File: src/design/tcm_pkg.sv
`default_nettype none

package tcm_pkg;

  // ----------------------------------------------------------------
  // Operating modes
  // ----------------------------------------------------------------
  typedef enum logic [1:0] {
    TCM_MODE_13BIT   = 2'b00,
    TCM_MODE_16BIT   = 2'b01,
    TCM_MODE_8RELOAD = 2'b10,
    TCM_MODE_SPLIT   = 2'b11
  } tcm_mode_t;

  // ----------------------------------------------------------------
  // Prescaler selection and division
  // ----------------------------------------------------------------
  localparam logic [1:0] TCM_SCA_SYS_DIV12 = 2'h0;
  localparam logic [1:0] TCM_SCA_SYS_DIV4A = 2'h1;
  localparam logic [1:0] TCM_SCA_SYS_DIV4B = 2'h2;
  localparam logic [1:0] TCM_SCA_EXT_DIV8  = 2'h3;

  localparam int TCM_DIV_SYS12 = 12;
  localparam int TCM_DIV_SYS4  = 4;
  localparam int TCM_DIV_EXT8  = 8;

  localparam logic [3:0] TCM_PRE12_LAST = 4'(TCM_DIV_SYS12 - 1);
  localparam logic [3:0] TCM_PRE4_LAST  = 4'(TCM_DIV_SYS4 - 1);
  localparam logic [2:0] TCM_EXT8_LAST  = 3'(TCM_DIV_EXT8 - 1);

  // ----------------------------------------------------------------
  // Count limits, reset values, indices
  // ----------------------------------------------------------------
  localparam logic [12:0] TCM_ONES13     = 13'h1FFF;
  localparam logic [15:0] TCM_ONES16     = 16'hFFFF;
  localparam logic [7:0]  TCM_ONES8      = 8'hFF;
  localparam logic [7:0]  TCM_BYTE_RESET = 8'h00;
  localparam logic [3:0]  TCM_PRE_RESET  = 4'h0;
  localparam logic [2:0]  TCM_EXT_RESET  = 3'h0;

  localparam int TCM_BYTE_T0_LOW  = 0;
  localparam int TCM_BYTE_T0_HIGH = 1;
  localparam int TCM_BYTE_T1_LOW  = 2;
  localparam int TCM_BYTE_T1_HIGH = 3;
  localparam int TCM_NUM_BYTES    = 4;

  localparam int TCM_SYNC_WIDTH   = 5;
  localparam int TCM_SYNC_PIN0    = 0;
  localparam int TCM_SYNC_PIN1    = 1;
  localparam int TCM_SYNC_INPUT0  = 2;
  localparam int TCM_SYNC_INPUT1  = 3;
  localparam int TCM_SYNC_EXTCLK  = 4;
  localparam logic [4:0] TCM_SYNC_RESET = 5'h00;

  // ----------------------------------------------------------------
  // Carriers
  // ----------------------------------------------------------------
  typedef struct packed {
    logic      run_bit;
    logic      gate_bit;
    logic      counter_select;
    logic      sysclk_select;
    tcm_mode_t mode;
    logic      polarity;
    logic      irq_enable;
  } tcm_ctl_t;

  typedef struct packed {
    logic [3:0] byte_wr;
    logic [7:0] byte_data;
    logic [1:0] flag_wr;
    logic [1:0] flag_data;
    logic [1:0] isr_vector;
  } tcm_wr_t;

  typedef struct packed {
    logic [3:0][7:0] count_bytes;
    logic [1:0]      ovf_flag;
    logic [4:0]      sync_last;
    logic [3:0]      pre_cnt;
    logic [2:0]      ext_cnt;
    logic            t1_ovf_pulse;
  } tcm_state_t;

  typedef struct packed {
    logic [4:0] stage_one;
    logic [4:0] stage_two;
  } tcm_sync_t;

endpackage

`default_nettype wire

File: src/design/tcm_timers.sv
`timescale 1ns/1ps
`default_nettype none

// How it works
// - Each timer: 16-bit count, two writable bytes
// - Separate two-bit mode field per timer
// - Mode 0: high byte plus low five bits
// - Mode 0 wrap sets overflow flag
// - Interrupt request only with its own enable
// - Counter select: count falling pin edges
// - Timer select: system clock or prescaler
// - Prescaler: /12, /4, /4, external /8
// - Count only when run and gate allow
// - Input zero gates timer 0, one timer 1
// - Starting run never resets the count
// - Mode 1: same as mode 0, sixteen bits
// - Mode 2: low byte reloads from high
// - Split: timer 0 low uses timer 0 controls
// - Split: high byte runs on timer 1 run
// - Split: timer 1 internal clock, no flag
// - Timer 1 mode 3 stops timer 1
// - Flag cleared by write or vectoring
// - Pins sampled by system clock, two-cycle levels
module tcm_timers
  import tcm_pkg::*;
(
  input  wire logic     clk,
  input  wire logic     nrst,
  input  wire tcm_ctl_t timer_zero_ctl,
  input  wire tcm_ctl_t timer_one_ctl,
  input  wire logic [1:0] prescale_select,
  input  wire tcm_wr_t  sw_write,
  input  wire logic     timer_zero_count_pin,
  input  wire logic     timer_one_count_pin,
  input  wire logic     external_input_zero,
  input  wire logic     external_input_one,
  input  wire logic     external_clock,
  output logic [7:0]    timer_zero_low_byte,
  output logic [7:0]    timer_zero_high_byte,
  output logic [7:0]    timer_one_low_byte,
  output logic [7:0]    timer_one_high_byte,
  output logic          timer_zero_overflow_flag,
  output logic          timer_one_overflow_flag,
  output logic          timer_zero_irq,
  output logic          timer_one_irq,
  output logic          timer_one_overflow_pulse
);

  // ----------------------------------------------------------------
  // Helpers
  // ----------------------------------------------------------------
  function automatic logic tcm_gate_open(tcm_ctl_t c, logic in_lvl);
    return c.run_bit & (~c.gate_bit | (in_lvl == c.polarity));
  endfunction

  function automatic logic tcm_tick(tcm_ctl_t c, logic fall, logic pre);
    logic t;
    t = c.sysclk_select ? 1'b1 : pre;
    return c.counter_select ? fall : t;
  endfunction

  // Returns {overflow, high byte, low byte} after one count
  function automatic logic [16:0] tcm_step(tcm_mode_t m, logic [7:0] lo,
                                           logic [7:0] hi);
    logic [12:0] v13;
    logic [15:0] v16;
    logic [16:0] r;
    v13 = {hi, lo[4:0]};
    v16 = {hi, lo};
    r   = {1'b0, hi, lo};
    case (m)
      TCM_MODE_13BIT: begin
        r = {(v13 == TCM_ONES13), 8'h00, lo[7:5], 5'h00};
        v13 = v13 + 13'h0001;
        r[15:8] = v13[12:5];
        r[4:0]  = v13[4:0];
      end
      TCM_MODE_16BIT: begin
        r = {(v16 == TCM_ONES16), v16 + 16'h0001};
      end
      TCM_MODE_8RELOAD: begin
        if (lo == TCM_ONES8) begin
          r = {1'b1, hi, hi};
        end else begin
          r = {1'b0, hi, lo + 8'h01};
        end
      end
      default: begin
        r = {(lo == TCM_ONES8), hi, lo + 8'h01};
      end
    endcase
    return r;
  endfunction

  // ----------------------------------------------------------------
  // Input synchronisation
  // ----------------------------------------------------------------
  logic [4:0] sync_in;
  logic [4:0] sync_q;

  assign sync_in = {external_clock, external_input_one, external_input_zero,
                    timer_one_count_pin, timer_zero_count_pin};

  tcm_sync u_sync (
    .clk  (clk),
    .nrst (nrst),
    .din  (sync_in),
    .dout (sync_q)
  );

  // ----------------------------------------------------------------
  // State
  // ----------------------------------------------------------------
  tcm_state_t s;
  tcm_state_t next_s;

  logic        fall0;
  logic        fall1;
  logic        ext_rise;
  logic        pre_tick;
  logic        split;
  logic        en0;
  logic        en0_high;
  logic        en1;
  logic        ovf0;
  logic        ovf0_high;
  logic        ovf1;
  logic        tick1;
  logic [16:0] step0;
  logic [16:0] step1;

  always_comb begin
    next_s    = s;
    ovf0      = 1'b0;
    ovf0_high = 1'b0;
    ovf1      = 1'b0;
    pre_tick  = 1'b0;
    step0     = '0;
    step1     = '0;

    // Edge detection on synchronised samples
    fall0    = s.sync_last[TCM_SYNC_PIN0] & ~sync_q[TCM_SYNC_PIN0];
    fall1    = s.sync_last[TCM_SYNC_PIN1] & ~sync_q[TCM_SYNC_PIN1];
    ext_rise = ~s.sync_last[TCM_SYNC_EXTCLK] & sync_q[TCM_SYNC_EXTCLK];
    next_s.sync_last = sync_q;

    // --------------------------------------------------------------
    // Shared prescaler
    // --------------------------------------------------------------
    case (prescale_select)
      TCM_SCA_SYS_DIV12: begin
        if (s.pre_cnt >= TCM_PRE12_LAST) begin
          next_s.pre_cnt = TCM_PRE_RESET;
          pre_tick       = 1'b1;
        end else begin
          next_s.pre_cnt = s.pre_cnt + 4'h1;
        end
      end
      TCM_SCA_SYS_DIV4A, TCM_SCA_SYS_DIV4B: begin
        if (s.pre_cnt >= TCM_PRE4_LAST) begin
          next_s.pre_cnt = TCM_PRE_RESET;
          pre_tick       = 1'b1;
        end else begin
          next_s.pre_cnt = s.pre_cnt + 4'h1;
        end
      end
      default: begin
        if (ext_rise) begin
          if (s.ext_cnt == TCM_EXT8_LAST) begin
            next_s.ext_cnt = TCM_EXT_RESET;
            pre_tick       = 1'b1;
          end else begin
            next_s.ext_cnt = s.ext_cnt + 3'h1;
          end
        end
      end
    endcase

    // --------------------------------------------------------------
    // Count enables
    // --------------------------------------------------------------
    split = (timer_zero_ctl.mode == TCM_MODE_SPLIT);
    en0   = tcm_gate_open(timer_zero_ctl, sync_q[TCM_SYNC_INPUT0])
            & tcm_tick(timer_zero_ctl, fall0, pre_tick);
    // Split high byte: internal clock only, run by timer 1 run bit
    en0_high = split & timer_one_ctl.run_bit
               & (timer_zero_ctl.sysclk_select | pre_tick);
    // Split mode forces timer 1 onto its internal clock
    tick1 = split ? (timer_one_ctl.sysclk_select | pre_tick)
                  : tcm_tick(timer_one_ctl, fall1, pre_tick);
    en1   = (timer_one_ctl.mode != TCM_MODE_SPLIT)
            & tcm_gate_open(timer_one_ctl, sync_q[TCM_SYNC_INPUT1])
            & tick1;

    // --------------------------------------------------------------
    // Timer 0
    // --------------------------------------------------------------
    // Counting continues from the held value when run is set
    if (en0) begin
      step0 = tcm_step(timer_zero_ctl.mode,
                       s.count_bytes[TCM_BYTE_T0_LOW],
                       s.count_bytes[TCM_BYTE_T0_HIGH]);
      ovf0  = step0[16];
      next_s.count_bytes[TCM_BYTE_T0_LOW] = step0[7:0];
      if (!split) begin
        next_s.count_bytes[TCM_BYTE_T0_HIGH] = step0[15:8];
      end
    end
    if (en0_high) begin
      ovf0_high = (s.count_bytes[TCM_BYTE_T0_HIGH] == TCM_ONES8);
      next_s.count_bytes[TCM_BYTE_T0_HIGH] =
        s.count_bytes[TCM_BYTE_T0_HIGH] + 8'h01;
    end

    // --------------------------------------------------------------
    // Timer 1
    // --------------------------------------------------------------
    if (en1) begin
      step1 = tcm_step(timer_one_ctl.mode,
                       s.count_bytes[TCM_BYTE_T1_LOW],
                       s.count_bytes[TCM_BYTE_T1_HIGH]);
      ovf1  = step1[16];
      next_s.count_bytes[TCM_BYTE_T1_LOW]  = step1[7:0];
      next_s.count_bytes[TCM_BYTE_T1_HIGH] = step1[15:8];
    end
    // Overflow pulse still feeds downstream consumers in split mode
    next_s.t1_ovf_pulse = ovf1;

    // --------------------------------------------------------------
    // Software byte writes take priority over counting
    // --------------------------------------------------------------
    for (int i = 0; i < TCM_NUM_BYTES; i++) begin
      if (sw_write.byte_wr[i]) begin
        next_s.count_bytes[i] = sw_write.byte_data;
      end
    end

    // --------------------------------------------------------------
    // Overflow flags: hardware set beats any clear
    // --------------------------------------------------------------
    if (sw_write.flag_wr[0]) begin
      next_s.ovf_flag[0] = sw_write.flag_data[0];
    end
    if (sw_write.isr_vector[0]) begin
      next_s.ovf_flag[0] = 1'b0;
    end
    if (ovf0) begin
      next_s.ovf_flag[0] = 1'b1;
    end
    if (sw_write.flag_wr[1]) begin
      next_s.ovf_flag[1] = sw_write.flag_data[1];
    end
    if (sw_write.isr_vector[1]) begin
      next_s.ovf_flag[1] = 1'b0;
    end
    if (split ? ovf0_high : ovf1) begin
      next_s.ovf_flag[1] = 1'b1;
    end
  end

  // ----------------------------------------------------------------
  // Registers
  // ----------------------------------------------------------------
  always_ff @(posedge clk or negedge nrst) begin
    if (!nrst) begin
      s <= '{count_bytes: {4{TCM_BYTE_RESET}},
             ovf_flag:    2'h0,
             sync_last:   TCM_SYNC_RESET,
             pre_cnt:     TCM_PRE_RESET,
             ext_cnt:     TCM_EXT_RESET,
             t1_ovf_pulse: 1'b0};
    end else begin
      s <= next_s;
    end
  end

  // ----------------------------------------------------------------
  // Outputs
  // ----------------------------------------------------------------
  assign timer_zero_low_byte      = s.count_bytes[TCM_BYTE_T0_LOW];
  assign timer_zero_high_byte     = s.count_bytes[TCM_BYTE_T0_HIGH];
  assign timer_one_low_byte       = s.count_bytes[TCM_BYTE_T1_LOW];
  assign timer_one_high_byte      = s.count_bytes[TCM_BYTE_T1_HIGH];
  assign timer_zero_overflow_flag = s.ovf_flag[0];
  assign timer_one_overflow_flag  = s.ovf_flag[1];
  assign timer_zero_irq = s.ovf_flag[0] & timer_zero_ctl.irq_enable;
  assign timer_one_irq  = s.ovf_flag[1] & timer_one_ctl.irq_enable;
  assign timer_one_overflow_pulse = s.t1_ovf_pulse;

endmodule // tcm_timers

`default_nettype wire

File: src/design/tcm_sync.sv
`timescale 1ns/1ps
`default_nettype none

module tcm_sync
  import tcm_pkg::*;
(
  input  wire logic       clk,
  input  wire logic       nrst,
  input  wire logic [4:0] din,
  output logic      [4:0] dout
);

  // ----------------------------------------------------------------
  // Two-stage synchroniser, first stage feeds only the second
  // ----------------------------------------------------------------
  tcm_sync_t s;
  tcm_sync_t next_s;

  always_comb begin
    next_s           = s;
    next_s.stage_one = din;
    next_s.stage_two = s.stage_one;
  end

  always_ff @(posedge clk or negedge nrst) begin
    if (!nrst) begin
      s <= '{stage_one: TCM_SYNC_RESET, stage_two: TCM_SYNC_RESET};
    end else begin
      s <= next_s;
    end
  end

  assign dout = s.stage_two;

endmodule // tcm_sync

`default_nettype wire

File: config.mk
export PLATFORM = sky130hd
export DESIGN_NAME = tcm_timers
export DESIGN_NICKNAME = d
export VERILOG_FILES = /design/src/design/tcm_pkg.sv /design/src/design/tcm_timers.sv /design/src/design/tcm_sync.sv
export SDC_FILE = /design/constraint.sdc
export NUM_CORES = 1
export LEC_CHECK = 0
export ABC_AREA = 1
export BUFFER_PORTS_ARGS = -buffer_cell sky130_fd_sc_hd__buf_4
export CAP_MARGIN = 25
export CORE_ASPECT_RATIO = 1.2
export CORE_MARGIN = 2
export CORE_UTILIZATION = 40
export CTS_CLUSTER_DIAMETER = 150
export DETAILED_ROUTE_END_ITERATION = 8
export SLEW_MARGIN = 15
export SYNTH_ARGS = -nofsm -noshare
export SYNTH_HDL_FRONTEND = slang
export SYNTH_HIERARCHICAL = 1
export SYNTH_SLANG_ARGS = --single-unit
File: constraint.sdc
create_clock -name clk -period 3.5 [get_ports clk]
set_input_delay 0.525 -clock clk [delete_from_list [all_inputs] [get_ports clk]]
set_output_delay 0.525 -clock clk [all_outputs]
set_load 0.03 [all_outputs]
## Yosys cells after proc, flatten, opt, wreduce, memory -nomap -nowiden

Cells that the tools add are included.

| word-level totals | value |
|---|---|
| flip-flop bits (word level) | 57 |
| input bits | 43 |
| output and inout port bits | 37 |
| logic and storage cells | 125 |

| operators by class | value |
|---|---|
| add/sub/neg operators | 9 |
| $lt $le $gt $ge | 2 |
| eq/ne operators | 23 |
| muxes and demuxes | 36 |
| bitwise gates (word level) | 22 |
| reduce and logical (&&, ||, !) cells | 19 |

Operators with widths:

| kind | number |
|---|---|
| 17-bit case mux with 3 select lines | 2 |
| 8-bit 2-to-1 mux | 6 |
| 17-bit 2-to-1 mux | 2 |
| 16-bit by 1-bit adder with 16-bit output, second input constant | 2 |
| 16-bit equality test, second input constant | 2 |
| 16-bit 2-to-1 mux | 2 |
| 13-bit by 1-bit adder with 13-bit output, second input constant | 2 |
| 13-bit equality test, second input constant | 2 |
| 8-bit by 1-bit adder with 8-bit output, second input constant | 3 |
| 8-bit equality test, second input constant | 3 |
| 1-bit 2-to-1 mux | 19 |
| 1-bit bitwise AND | 12 |
| 3-bit nonzero test | 4 |
| 2-bit equality test, second input constant | 4 |
| 4-bit 2-to-1 mux | 2 |
| 2-bit != test, second input constant | 4 |
| 4-bit case mux with 2 select lines | 1 |
| 2-bit nonzero test | 4 |
| 2-bit by 1-bit equality test with 1-bit output, second input constant | 3 |
| 2-bit zero test | 3 |
| 1-bit inverter | 6 |
| 2-bit AND reduction | 3 |
| 4-bit by 1-bit adder with 4-bit output, second input constant | 1 |
| 4-bit by 2-bit >= comparator with 1-bit output, second input constant | 1 |
| 14 further kinds | 18 |

## Logic depth before layout (Yosys ltp)

| logic depth | value |
|---|---|
| depth in word-level cells | 11 |
| depth in mapped cells | 13 |
| gate-level depth less buffers | 13 |

## Modules after synthesis

Netlist, hierarchy kept.

By module, submodules not included:

| module | instances | cells each | area an instance (um^2) | sequential area each (um^2) |
|---|---|---|---|---|
| tcm_timers | 1 | 676 | 4207.8 | 1126.1 |
| tcm_sync | 1 | 10 | 250.2 | 250.2 |

## Least setup slack after synthesis

No wires, ideal clock.

| timing | value |
|---|---|
| path kind | input -> register |
| from | in prescale_select[0] |
| to | reg s, in the netlist timer_zero_high_byte[1] |
| data arrival time | 1.602 ns |
| required time | 3.383 ns |
| path slack | 1.781 ns |
| stages | 10 |
| path buffers | 0 |
| cells stage by stage | ha_1 > inv_2 > nor3_4 > nand2_2 > nand4_1 > nand3_1 > nand2_2 > inv_2 > nand2_1 > nand2_1 |

| between the ends | value |
|---|---|
| cells in the longest elaborated chain, start to end | 8 |
| elaborated cells between the ends (all ways) | 17 |

Ends and longest elaborated chain:

| what | line | source |
|---|---|---|
| from (decl) | tcm_timers.sv:31 | `input wire logic [1:0] prescale_select,` |
| 2-bit by 1-bit equality test with 1-bit output or 2-bit equality test (tied branches) | tcm_timers.sv:150 | `case (prescale_select)` |
| 2-bit OR reduction | n/a |  |
| 1-bit case mux with 2 select lines (*) | tcm_timers.sv:150 |  |
| 1-bit 2-to-1 mux | tcm_timers.sv:58 | `t = c.sysclk_select ? 1'b1 : pre;` |
| 1-bit 2-to-1 mux | tcm_timers.sv:59 | `return c.counter_select ? fall : t;` |
| 1-bit bitwise AND | tcm_timers.sv:184 | `& tcm_tick(timer_zero_ctl, fall0, pre_tick);` |
| 3-bit nonzero test (no source line) | n/a |  |
| 4-bit AND reduction (no source line) | n/a |  |
| to (signal assigned) | tcm_timers.sv:266 | `s <= '{count_bytes: {4{TCM_BYTE_RESET}},` |
| to (signal assigned) | tcm_timers.sv:273 | `s <= next_s;` |
| to (decl) | tcm_timers.sv:114 | `tcm_state_t s;` |

Mark *: on every way between the ends. The rest lies on a longest branch, timed or not.
A chain may end at the register's enable or synchronous reset.

## Final worst setup path

| timing | value |
|---|---|
| from | reg s[5] (netlist bit) |
| to | reg s, in the netlist timer_zero_high_byte[0] |

| between the ends | value |
|---|---|
| cells in the longest elaborated chain, start to end | 8 |
| elaborated cells between the ends (all ways) | 17 |

Ends and longest elaborated chain:

| what | line |
|---|---|
| 4-bit by 2-bit >= comparator with 1-bit output or 4-bit >= comparator (tied branches) | tcm_timers.sv:160, tcm_timers.sv:152 |
| 1-bit 2-to-1 mux, on equally long branches | tcm_timers.sv:160, tcm_timers.sv:152 |
| 1-bit case mux with 2 select lines (*) | tcm_timers.sv:150 |
| 1-bit 2-to-1 mux | tcm_timers.sv:58 |
| 1-bit 2-to-1 mux | tcm_timers.sv:59 |
| 1-bit bitwise AND | tcm_timers.sv:184 |
| 3-bit nonzero test (no source line) | n/a |
| 4-bit AND reduction (no source line) | n/a |

Marked as above.

==> key figures <==
Placed design
  • GP Congestion: between 0.9 and 1
  • PortBufs: 79
  • Cells after DPL: 851
  • Detailed placement HPWL: between 10 and 15 mm

Pwr
  • Power Dens Cells: between 400 and 500 nW/um2
  • Psw: 0.914 mW
  • Leakage power of the design: 2.67 nW
  • Combinational share of power: a little over a third
  • Clock Power Share: around a quarter
  • Internal Pwr Total: 1.37 mW
  • Switch share: about two fifths
  • Sequential Power Share: about two fifths
  • Tot Pwr: 2.28 mW
  • Worst IR drop on VDD: between 0.2 and 0.25 mV

Clocking
  • Num Clock Sinks: between 50 and 60
  • Post-CTS Setup Repair Bufs: 0
  • CTS Buffer Depth: 2
  • Cts hold-fix bufs: 0
  • Total CTS buffers: 5
  • CTS tree: done
  • CTS-repair resized insts: 0
  • Skew-Pair Late Insertion Delay: around 0.30 ns
  • CTS clk-pin slew, worst paths: 0.08 ns
  • H-tree Lvls: 2
  • Clock root buffer: clkbuf_16

Die
  • Die width: about 100 um
  • Rows: between 40 and 50
  • Initial Util: 40.8%
  • I/O pin count: 80
  • Total core area: ~11000 um2
  • Die H: 120 um
  • Die area: around 12000 um2

Final layout
  • Layout Cells excl Fill: between 800 and 900
  • Area grow syn2layout: 14.0%
  • Register area: between 1000 and 1500 um2
  • Share of cells above drive strength 1: 15.5%
  • Multi-input gate area in the final layout: roughly 2500 um2
  • Nets: 777
  • N_diodes: 0
  • Fill count: roughly 1200

Status
  • Status: complete, no violations

Detailed routing
  • Routed vias: ~4600
  • Vias per cell: about 5.4
  • Avg WL per Cell: approximately 15 um
  • Routed Antenna Nets: 0
  • Starting DRT DRC Count: about 230
  • Overall routed net length: between 10 and 15 mm
  • Pre-antenna DRT Iters: 5
  • Residual DRC: 0

Timing
  • RSZ-0062 raised after global routing: no
  • Worst slew pin tran: between 0.7 and 0.8 ns
  • Maximum clock rate: 0.461 GHz
  • Tmin final: ~2.2 ns
  • Relative slew slack: between 50% and 60%
  • Setup Skew: between 0.01 and 0.015 ns
  • Final setup fails: 0
  • Post-route clock period utilization: approximately three fifths
  • Final Slew Violations: 0
  • Final TNS setup: 0 ns
  • WHS: about 0.27 ns
  • Final Hold Fails: 0

Logic synthesis
  • Top FF cell, synth: dfrtp_1
  • Netlist cell types: 40
  • Number of flops mapped to enable cells by yosys: 0
  • Synth area leaders: dfrtp_1 31%, nand2_1 17%, nand3_1 11%
  • Mapped Cells: between 600 and 700
  • Seq/Total Area, Yosys: between 30% and 40%
  • Syn_nets: 737
  • Async SR Flop Fraction: 100%
  • Synth area leader: dfrtp_1
  • Avg Cell Area, Syn: ~6.5 um2
  • Share of the synthesized area in the top cell type: slightly above 30%
  • Syn Std Cell Area: 4460 um2
  • Yosys warnings: 6
  • Register bit total from synthesis: 55

Worst setup path
  • CP endpoint kind: flop
  • Arr. time, crit path: about 2.4 ns
  • CP delay by family, top: simple AND/OR/NAND/NOR gates
  • Buf/Inv on CP: 2
  • Crit Path Class: reg -> reg
  • Worst r2r src: s[5]$_DFFE_PN0N_
  • Crit-path max cell delay: around 0.41 ns
  • CP max-delay cell: dfrtp_1
  • Worst Setup Start Kind: flop
  • CP required: between 3 and 4 ns
  • CP Max Fanout: 11
  • Origin of the worst setup path: s[5]$_DFFE_PN0N_
  • Cell repeated most along the worst path: nand2_1
  • Worst-path cell chain: ha_1 -> inv_1 -> nand2_1 -> nand3_1 -> nand2_1 -> nand2_1 -> nand3_1 -> a21oi_1 -> nand2_2 -> inv_2 -> nand2_1 -> nand2_1

Run
  • Max-cap violations: 0

GRT
  • First-pass GRT wire length: roughly 21 mm
  • Vias in the first global route: 4544
  • Gr usage total: roughly 22%
  • Largest net degree at the start of global routing: between 50 and 60
  • Antenna violations before repair: 0
  • Gr ovfl total: 0

Worst hold path
  • Hold WC Path Type: in -> async
-- synthesized netlist by cell type, types with 6 or more instances --
cell type  instances
nand4_1           14
o211ai_1           9
nand3_1           95
nand2_1          202
o21ai_0           39
nor3_1             6
buf_4             34
a21oi_1           20
nand2_2            7
buf_2              7
nor2_1            58
xor2_1            11
ha_1               8
inv_1             79
dfrtp_1           55
-- sequential cells by signal, summed over array words and instances, names as in the netlist --
signal                    flops
timer_zero_overflow_flag      1
timer_one_low_byte            8
u_sync/next_s                 5
u_sync/dout                   5
timer_zero_high_byte          8
timer_one_overflow_pulse      1
timer_one_overflow_flag       1
timer_one_high_byte           8
s                            10
timer_zero_low_byte           8
-- power by group through the flow --
stage	Sequential, mW	Clock, mW	Combinational [mW]
global placement	0.902	0	0.778
global route	0.911	0.632	0.890
detailed placement	0.903	0	0.793
CTS	0.891	0.610	0.797
finish	0.892	0.597	0.795
floorplan	0.836	0	0.647
-- stage by stage --
step / instance area, um2 / util [%] / setup WS (ns)
3_5_place_dp: 4910 / 44.9 / 1.16
5_1_grt: 5080 / 46.5 / 1.14
4_1_cts: 5080 / 46.5 / 1.34
6_report: 5080 / 46.5 / 1.33
2_1_floorplan: 4460 / - / 1.78
3_3_place_gp: 4910 / 44.9 / 1.23
-- per-layer routing --
layer | vias to the layer above | routed length (um) | track usage (%)
met4 | 0 | 655 | 12.6
met1 | 2129 | 5200 | 27.5
met5 | - | 0 | 0
met3 | 42 | 846 | 2.80
met2 | 181 | 6490 | 37.9
li1 | 2274 | - | -
-- cells in the final DEF (no fill, tap or decap), types with 2 or more instances in the layout --
master     Yosys  routed
nor3_1         6       6
buf_4         34      79
dfrtp_1       55      55
o21ai_0       39      39
nand2_2        7       7
nand3_1       95      95
o211ai_1       9       9
nand4_1       14      14
nor2_2         5       5
ha_1           8       8
o21ai_1        5       5
a21o_1         2       2
nor2_1        58      58
nor3_4         2       2
a21oi_1       20      20
inv_2          3       3
o21bai_1       2       2
a22oi_1        2       2
xor2_1        11      11
clkbuf_16      0       5
inv_1         79      79
nand2_1      202     202
-- worst paths after layout --
path,to,slack [ns],depth (start not counted)
max,timer_zero_high_byte[0]$_DFFE_PN0P_,1.33,12
min,s[7]$_DFFE_PN0N_,0.27,1
max reg2reg,timer_zero_high_byte[0]$_DFFE_PN0P_,1.33,12
min reg2reg,u_sync/dout[3]$_DFF_PN0_,0.34,0
max in group asynchronous,u_sync/next_s[3]$_DFF_PN0_,2.76,1
min in group clk,u_sync/next_s[2]$_DFF_PN0_,0.33,1
-- worst reg2reg max path: stages, from the launching register on --
cell	delay, ns
dfrtp_1	0.41
ha_1	0.22
inv_1	0.08
nand2_1	0.07
nand3_1	0.07
nand2_1	0.05
nand2_1	0.10
nand3_1	0.35
a21oi_1	0.29
nand2_2	0.16
inv_2	0.16
nand2_1	0.07
nand2_1	0.08
-- cell families after synthesis --
family,share of synthesized area [%]
mux,0.225
fa+ha+maj,2.25
flops,30.9
simple gates,39.8
compound gates,10.6
buf+inv,14.0
xor+xnor,2.36
-- layout make-up --
| type | count | area share [%] |
|---|---|---|
| timing repair buffer | 79 | 11.7 |
| inverter | 83 | 6.16 |
| clock buffer | 5 | 2.46 |
| sequential | 55 | 27.1 |
| multi-input combinational | 502 | 48.4 |
| tap | 132 | 3.25 |
| clock inverter | 3 | 0.985 |
Note: power is estimated with default switching activity, not from simulation.
